==> config.mk <==
export PLATFORM = sky130hd
export DESIGN_NAME = bmsa_arbiter
export DESIGN_NICKNAME = d
export VERILOG_FILES = /design/src/hw/bmsa_pkg.sv /design/src/hw/bmsa_pick_if.sv /design/src/hw/bmsa_arbiter.sv /design/src/hw/bmsa_pick.sv
export SDC_FILE = /design/constraint.sdc
export NUM_CORES = 1
export LEC_CHECK = 0
export ABC_AREA = 1
export BUFFER_PORTS_ARGS = -buffer_cell sky130_fd_sc_hd__buf_2
export CORE_ASPECT_RATIO = 2
export CORE_MARGIN = 8
export CORE_UTILIZATION = 40
export CTS_CLUSTER_DIAMETER = 60
export CTS_CLUSTER_SIZE = 10
export DETAILED_ROUTE_END_ITERATION = 7
export GPL_ROUTABILITY_DRIVEN = 0
export HOLD_SLACK_MARGIN = 0.03
export PLACE_DENSITY = 0.64
export SLEW_MARGIN = 20
export SYNTH_ARGS = -nofsm -noshare
export SYNTH_HDL_FRONTEND = slang
export SYNTH_HIERARCHICAL = 1
export SYNTH_SLANG_ARGS = --single-unit
==> constraint.sdc <==
create_clock -name clk -period 3.67 [get_ports clk]
set_input_delay 0.367 -clock clk [delete_from_list [all_inputs] [get_ports clk]]
set_output_delay 0.367 -clock clk [all_outputs]
set_load 0.02 [all_outputs]
==> src/hw/bmsa_pkg.sv <==
package bmsa_pkg;
  // Register byte offsets
  localparam logic [7:0] OFF_MCFG0 = 8'h00;
  localparam logic [7:0] OFF_SCFG = 8'h40;
  localparam logic [7:0] OFF_PRAS = 8'h44;
  localparam logic [7:0] OFF_PRBS = 8'h48;
  localparam logic [7:0] OFF_STAT = 8'h4C;
  localparam logic [7:0] MCFG_STRIDE = 8'h04;
  // Field positions
  localparam int MCFG_QSEL_BIT = 4;
  localparam int PR_STRIDE = 4;
  localparam int STAT_OWN_LSB = 8;
  localparam int STAT_CNT_LSB = 16;
  localparam int SLOT_W = 8;
  localparam int BEAT_W = 8;
  // Values after reset
  localparam logic [2:0] UBT_RST = 3'h0;
  localparam logic [SLOT_W-1:0] SLOT_RST = 8'hFF;
  localparam logic [1:0] POOL_RST = 2'h0;
  // Undefined-length burst codes and index of their last beat
  localparam logic [2:0] UBT_INF = 3'h0;
  localparam logic [2:0] UBT_128 = 3'h7;
  localparam logic [BEAT_W-1:0] UBT_LAST [8] = '{
    8'h00, 8'h00, 8'h03, 8'h07, 8'h0F, 8'h1F, 8'h3F, 8'h7F};
  // Pools that rotate
  localparam logic [1:0] POOL_CRIT = 2'h3;
  localparam logic [1:0] POOL_BG = 2'h0;
  typedef enum logic [1:0] {
    BMSA_IDLE = 2'b01,
    BMSA_OWNED = 2'b10
  } bmsa_state_t;
endpackage

==> src/hw/bmsa_pick_if.sv <==
`timescale 1ns/1ns
`default_nettype none
interface bmsa_pick_if #(parameter int N = 4);
  localparam int IW = $clog2(N);
  logic [N-1:0] req;
  logic [2*N-1:0] pool;
  logic [IW-1:0] last;
  logic [IW-1:0] win;
  logic found;
  modport arb (output req, output pool, output last,
               input win, input found);
  modport pick (input req, input pool, input last,
                output win, output found);
endinterface
`default_nettype wire

==> src/hw/bmsa_arbiter.sv <==
// Chosen here: the register addresses and the Avalon-MM slave port.
`timescale 1ns/1ns
`default_nettype none
module bmsa_arbiter
  import bmsa_pkg::*;
#(
  parameter int N = 4
) (
  input wire logic clk,
  input wire logic resetn,
  input wire logic [7:0] avs_address,
  input wire logic avs_read,
  input wire logic avs_write,
  input wire logic [31:0] avs_writedata,
  output logic [31:0] avs_readdata,
  output logic avs_waitrequest,
  input wire logic [N-1:0] m_req,
  input wire logic [2*N-1:0] m_qos,
  input wire logic acc_done,
  input wire logic acc_nonseq,
  input wire logic acc_incr,
  output logic [N-1:0] grant,
  output logic grant_valid,
  output logic burst_end
);
  localparam int IW = $clog2(N);

  logic wait_q;
  logic [31:0] rd_q;
  logic [31:0] rd_d;
  logic wr_ack;
  logic [2:0] ubt_q [N];
  logic qsel_q [N];
  logic [1:0] pool_q [N];
  logic [SLOT_W-1:0] slot_q;
  logic [SLOT_W-1:0] cnt_q;
  logic [BEAT_W-1:0] beat_q;
  logic [BEAT_W-1:0] beat_idx;
  bmsa_state_t state_q;
  logic [IW-1:0] owner_q;
  logic [N-1:0] grant_q;
  logic gv_q;
  logic end_q;
  logic [2:0] ubt_own;
  logic own_req;
  logic hit;
  logic slot_exp;
  logic arb_pt;

  bmsa_pick_if #(.N(N)) pif ();

  bmsa_pick #(.N(N)) u_pick (
    .pif(pif)
  );

  // Bus handshake: one wait cycle, then a single low cycle
  always_ff @(posedge clk or negedge resetn) begin
    if (!resetn) begin
      wait_q <= 1'b1;
    end else if ((avs_read || avs_write) && wait_q) begin
      wait_q <= 1'b0;
    end else begin
      wait_q <= 1'b1;
    end
  end

  assign wr_ack = avs_write && !wait_q;

  // Read data captured while the request waits
  always_ff @(posedge clk or negedge resetn) begin
    if (!resetn) begin
      rd_q <= '0;
    end else if (avs_read && wait_q) begin
      rd_q <= rd_d;
    end
  end

  // Readback mux; unmapped addresses read zero
  always_comb begin
    rd_d = '0;
    for (int i = 0; i < N; i++) begin
      if (avs_address == OFF_MCFG0 + 8'(i) * MCFG_STRIDE) begin
        rd_d[2:0] = ubt_q[i];
        rd_d[MCFG_QSEL_BIT] = qsel_q[i];
      end
      if (avs_address == ((i < 8) ? OFF_PRAS : OFF_PRBS)) begin
        rd_d[PR_STRIDE*(i%8)+:2] = pool_q[i];
      end
    end
    if (avs_address == OFF_SCFG) begin
      rd_d[SLOT_W-1:0] = slot_q;
    end
    if (avs_address == OFF_STAT) begin
      rd_d[0] = gv_q;
      rd_d[STAT_OWN_LSB+:IW] = owner_q;
      rd_d[STAT_CNT_LSB+:SLOT_W] = cnt_q;
    end
  end

  // Per-master configuration and pool selection
  for (genvar g = 0; g < N; g++) begin : g_mst
    localparam logic [7:0] PR_OFF = (g < 8) ? OFF_PRAS : OFF_PRBS;
    always_ff @(posedge clk or negedge resetn) begin
      if (!resetn) begin
        ubt_q[g] <= UBT_RST;
        qsel_q[g] <= 1'b0;
        pool_q[g] <= POOL_RST;
      end else if (wr_ack) begin
        if (avs_address == OFF_MCFG0 + 8'(g) * MCFG_STRIDE) begin
          ubt_q[g] <= avs_writedata[2:0];
          qsel_q[g] <= avs_writedata[MCFG_QSEL_BIT];
        end
        if (avs_address == PR_OFF) begin
          pool_q[g] <= avs_writedata[PR_STRIDE*(g%8)+:2];
        end
      end
    end
    // QoS input or software field decides the pool
    assign pif.pool[2*g+:2] = qsel_q[g] ? m_qos[2*g+:2] : pool_q[g];
  end

  // Slot quantum register
  always_ff @(posedge clk or negedge resetn) begin
    if (!resetn) begin
      slot_q <= SLOT_RST;
    end else if (wr_ack && avs_address == OFF_SCFG) begin
      slot_q <= avs_writedata[SLOT_W-1:0];
    end
  end

  assign pif.req = m_req;
  assign pif.last = owner_q;

  // Burst beat position and forced end
  assign ubt_own = ubt_q[owner_q];
  assign own_req = m_req[owner_q];
  assign beat_idx = acc_nonseq ? '0 : beat_q;
  assign hit = (state_q == BMSA_OWNED) && acc_done && acc_incr &&
               (ubt_own != UBT_INF) &&
               (beat_idx == UBT_LAST[ubt_own]);
  assign slot_exp = (slot_q != '0) && (cnt_q == '0);

  // Arbitration points: idle, released, or an access boundary that ends a burst or an expired slot
  always_comb begin
    case (state_q)
      BMSA_IDLE: arb_pt = 1'b1;
      BMSA_OWNED: arb_pt = !own_req ||
                           (acc_done && (hit || slot_exp));
      default: arb_pt = 1'b1;
    endcase
  end

  // Grant state
  always_ff @(posedge clk or negedge resetn) begin
    if (!resetn) begin
      state_q <= BMSA_IDLE;
      owner_q <= '0;
      grant_q <= '0;
      gv_q <= 1'b0;
    end else if (arb_pt) begin
      if (pif.found) begin
        state_q <= BMSA_OWNED;
        owner_q <= pif.win;
        grant_q <= N'(1) << pif.win;
        gv_q <= 1'b1;
      end else begin
        state_q <= BMSA_IDLE;
        grant_q <= '0;
        gv_q <= 1'b0;
      end
    end
  end

  // Slot cycle counter
  always_ff @(posedge clk or negedge resetn) begin
    if (!resetn) begin
      cnt_q <= '0;
    end else if (arb_pt && pif.found) begin
      cnt_q <= slot_q;
    end else if (state_q == BMSA_OWNED && cnt_q != '0) begin
      cnt_q <= cnt_q - 1'b1;
    end
  end

  // Beat counter inside an undefined-length burst
  always_ff @(posedge clk or negedge resetn) begin
    if (!resetn) begin
      beat_q <= '0;
      end_q <= 1'b0;
    end else begin
      end_q <= hit;
      if (arb_pt || (acc_done && !acc_incr)) begin
        beat_q <= '0;
      end else if (state_q == BMSA_OWNED && acc_done) begin
        beat_q <= hit ? '0 : beat_idx + 1'b1;
      end
    end
  end

  assign avs_waitrequest = wait_q;
  assign avs_readdata = rd_q;
  assign grant = grant_q;
  assign grant_valid = gv_q;
  assign burst_end = end_q;

  // Helpers watched only by the checks below
  logic [1:0] win_pool;
  logic [1:0] max_pool;
  logic rivals;
  logic lower_rival;
  always_comb begin
    win_pool = pif.pool[2*pif.win+:2];
    max_pool = '0;
    rivals = 1'b0;
    lower_rival = 1'b0;
    for (int i = 0; i < N; i++) begin
      if (m_req[i] && pif.pool[2*i+:2] > max_pool) begin
        max_pool = pif.pool[2*i+:2];
      end
      if (m_req[i] && pif.pool[2*i+:2] == win_pool &&
          IW'(i) != owner_q) begin
        rivals = 1'b1;
      end
      if (m_req[i] && pif.pool[2*i+:2] == win_pool &&
          IW'(i) < pif.win) begin
        lower_rival = 1'b1; // Lower index would win a fixed pool
      end
    end
  end
endmodule
`default_nettype wire

==> src/hw/bmsa_pick.sv <==
`timescale 1ns/1ns
`default_nettype none
module bmsa_pick
  import bmsa_pkg::*;
#(
  parameter int N = 4
) (
  bmsa_pick_if.pick pif
);
  localparam int IW = $clog2(N);

  // Highest pool first, then rotating or fixed order inside it
  always_comb begin
    logic [IW-1:0] j;
    logic hit;
    hit = 1'b0;
    j = '0;
    pif.win = '0;
    for (int lv = 3; lv >= 0; lv--) begin
      for (int o = 0; o < N; o++) begin
        if (2'(lv) == POOL_CRIT || 2'(lv) == POOL_BG) begin
          j = IW'((int'(pif.last) + 1 + o) % N);
        end else begin
          j = IW'(o);
        end
        if (!hit && pif.req[j] && pif.pool[2*j+:2] == 2'(lv)) begin
          hit = 1'b1;
          pif.win = j;
        end
      end
    end
    pif.found = hit;
  end
endmodule
`default_nettype wire

==> out/metrics.csv <==
stage,metric,value,unit
outcome,outcome,"complete, no violations",
cells_and_area,layout cells sized above 1,17.8,%
power,Pwr Density,758,mW/mm²
logic_synthesis,"EDFF count, synth",0,
clock_tree,Clock Sinks,78,
setup_path,FF-to-FF path depth,18,
grt,largest net degree at the start of global routing,79,
setup_path,CP top delay family,simple AND/OR/NAND/NOR gates,
timing,hold_ws,189,ps
worst_hold_path,Hold Crit Class,primary input to flip-flop,
grt,vias in the first global route,5004,
logic_synthesis,post-synth cell types,43,
clock_tree,H-tree depth,3,
power,sequential share of power,25.5,%
power,Pleak,3.04,nW
floorplanning,Rows,58,
route,"antenna viol nets, final",0,
setup_path,Setup Crit Path Kind,flip-flop to flip-flop,
setup_path,Startpoint Class,flip-flop,
route,final WL,14.4,mm
timing,Fin Clk Skew,8.89,ps
power,peak supply drop,0.000448,V
route,DR vias,4893,
power,Gate power share,56.1,%
worst_hold_path,Worst Hold End,avs_waitrequest,
grt,initial antenna violation count,0,
setup_path,"most used cell, CP",nand2_1,
power,Net Sw Frac,49.0,%
clock_tree,TritonCTS clock tree,done,
setup_path,crit path max fanout,23,
timing,TNS Setup,0,ps
clock_tree,Hold Buf Count CTS,0,
cells_and_area,nets@finish,865,
setup_path,CP Buf/Inv Count,1,
timing,Final Setup Violations,0,
timing,Max transition margin,59.5,%
cells_and_area,# diodes,0,
timing,Fin. Hold Viols,0,
logic_synthesis,Syn Inst Count,739,
floorplanning,Core Area,0.0126,mm²
route,Via density,5.10,
setup_path,capturing point of the worst reg2reg path,cnt_q[6],
cells_and_area,storage element area,0.00196,mm²
setup_path,Max stage delay on crit path,620,ps
clock_tree,worst skew pair latency,340,ps
logic_synthesis,syn_area_per_cell,6.98,µm²
floorplanning,die height,177,µm
clock_tree,CTS buffer count,9,
power,total power,4.43,mW
floorplanning,Die W,96.3,µm
floorplanning,Initial Util,41.1,%
cells_and_area,number of fill cells in the layout,1319,
route,DR iter-0 viols,214,
clock_tree,post-cts resize count,0,
clock_tree,CTS root buffer,clkbuf_16,
timing,worst-margin pin slew,601,ps
timing,Final min period,3110,ps
timing,fin crit share,84.7,%
power,Int Pwr,2.26,mW
route,detailed-router iteration count before antenna repair,5,
setup_path,Setup crit end kind,flip-flop,
run,# Max-Cap Violations,0,
power,P_sw,2.17,mW
placement,PortBufs,65,
cells_and_area,area of the multi-input gates,0.00264,mm²
timing,RSZ-0062 raised after global routing,false,
setup_path,reg2reg start,owner_q[0],
cells_and_area,Area Growth Syn to Fin,13.2,%
logic_synthesis,register area share after synthesis,38.1,%
logic_synthesis,Post-synth top cells,"nand2_1 (235), inv_1 (90), dfrtp_1 (68)",
timing,max-slew violation count,0,
logic_synthesis,asr flop ratio synth,100,%
setup_path,CP max stage cell,dfrtp_1,
timing,achievable frequency,322,MHz
logic_synthesis,largest cells by area after synthesis,"dfrtp_1 (33%), nand2_1 (17%), inv_1 (6.6%)",
route,DR WL/cell,15.0,µm
logic_synthesis,Post-Syn Area,0.00516,mm²
logic_synthesis,"count leader, synth",nand2_1,
clock_tree,postcts setup bufs,0,
setup_path,worst path cell trace,"buf_4, nand2_1, nand3_1, nand2_4, nand3_2, nand2_4, nor2_4, nand4_2, nor2_2, nand4_2, nor2_4, nand2_2, nor2_4, nand4_1, nand2_4, nand2_1, nand2_1, nand2_1",
logic_synthesis,Most used DFF post-synth,dfrtp_1,
floorplanning,die area,0.0170,mm²
worst_hold_path,hold_sp,avs_read,
grt,overall routing resource usage,17.9,%
clock_tree,clk buf depth,2,
grt,global-route wire length before repair,23.8,mm
placement,DP HPWL,11.4,mm
logic_synthesis,share of the synthesized area in the top cell type,33.0,%
setup_path,CP arrival,3320,ps
grt,grt ovf,0,
logic_synthesis,Synth Register Bits,78,
setup_path,FF-to-FF setup slack,560,ps
route,Remaining DRCs,0,
logic_synthesis,YS warnings,6,
setup_path,worst path required time,3890,ps
floorplanning,I/O pin count,98,
power,clock power share,18.3,%
worst_hold_path,Cells on Worst Hold Path,2,
clock_tree,Worst-path clk slew,60,ps
logic_synthesis,Synth area leader,dfrtp_1,
-- routing by layer --
metal / share of wire [%] / track usage, % / wire length [µm] / vias to the layer above
met1: 36 / 17.7 / 5200 / 2261
met2: 56 / 32.8 / 8010 / 109
met3: 2.8 / 2.77 / 396 / 45
met4: 5.3 / 11.4 / 764 / 0
met5: 0 / 0 / 0 / -
li1: - / - / - / 2478
-- power by group through the flow --
stage               registers, mW  logic, mW  clock network [mW]
global route                 1.15       2.84               0.863
CTS                          1.13       2.52               0.832
finish                       1.13       2.49               0.811
global placement             1.14       2.47                   0
floorplan                    1.14       2.01                   0
detailed placement           1.15       2.51                   0
-- worst reg2reg max path: stages (launching register included) --
cell,delay (ps)
dfrtp_1,620
buf_4,350
nand2_1,110
nand3_1,140
nand2_4,90
nand3_2,130
nand2_4,70
nor2_4,100
nand4_2,100
nor2_2,110
nand4_2,110
nor2_4,180
nand2_2,90
nor2_4,100
nand4_1,200
nand2_4,280
nand2_1,80
nand2_1,80
nand2_1,60
-- sequential cells by signal (all words and copies together) (netlist names) --
register	count
pool_q	8
avs_waitrequest	1
qsel_q	4
ubt_q	12
grant	4
burst_end	1
beat_q	8
cnt_q	8
state_q	2
slot_q	8
owner_q	2
avs_readdata	20
-- stage by stage --
stage | setup slack, ps | util [%] | std cells | instance area [µm²]
finish | 562 | 46.5 | 959 | 5840
floorplan | 1130 | - | 750 | 5200
detailed placement | 575 | 44.1 | 941 | 5530
global placement | 618 | 44.1 | 941 | 5530
CTS | 554 | 46.2 | 957 | 5800
global route | 256 | 46.5 | 959 | 5840
-- logic make-up after synthesis --
group                      share of synthesized area [%]
buffers and inverters                               11.5
AOI/OAI and AO/OA                                   11.8
DFF                                                 38.1
adders and majority gates                          0.485
xor gates and xnor gates                            1.70
and+or+nand+nor                                     36.1
muxes                                              0.218
other                                             0.0727
-- area by class of cell --
| type | instances | share of cell area [%] |
|---|---|---|
| inverters | 97 | 6.38 |
| clock buffers | 11 | 3.98 |
| multi-input cells | 546 | 45.3 |
| flip-flops and latches | 78 | 33.6 |
| repair buffers | 72 | 6.90 |
| well taps | 150 | 3.21 |
| clock inverters | 5 | 0.621 |
-- placed cells by master (no fill, tap or decap), drive strengths merged --
cell,instances
buf,71
o2111ai,3
or2,2
nand2,256
mux2,1
dfstp,10
nor2,66
o21a,2
xor2,10
a21oi,20
conb,12
a31oi,1
o311ai,1
nand4,16
ha,2
o211ai,1
dfrtp,68
dlygate4sd3,1
o22ai,1
o221ai,2
nor3,12
inv,96
clkinv,3
clkinvlp,3
clkbuf,11
o21ai,60
a221oi,2
o31ai,11
nand3,65
-- how the worst max path moves through the flow --
stage | slack (ps) | end | startpoint | cells after the start
2_1_floorplan | 1130 | cnt_q[7] | qsel_q[3] | 19
3_3_place_gp | 620 | cnt_q[6] | owner_q[0] | 18
3_5_place_dp | 570 | cnt_q[6] | owner_q[0] | 18
4_1_cts | 550 | cnt_q[6] | owner_q[0] | 18
5_1_grt | 260 | cnt_q[3] | owner_q[0] | 18
6_report | 560 | cnt_q[6] | owner_q[0] | 18
(Power assumes the default switching activity.)
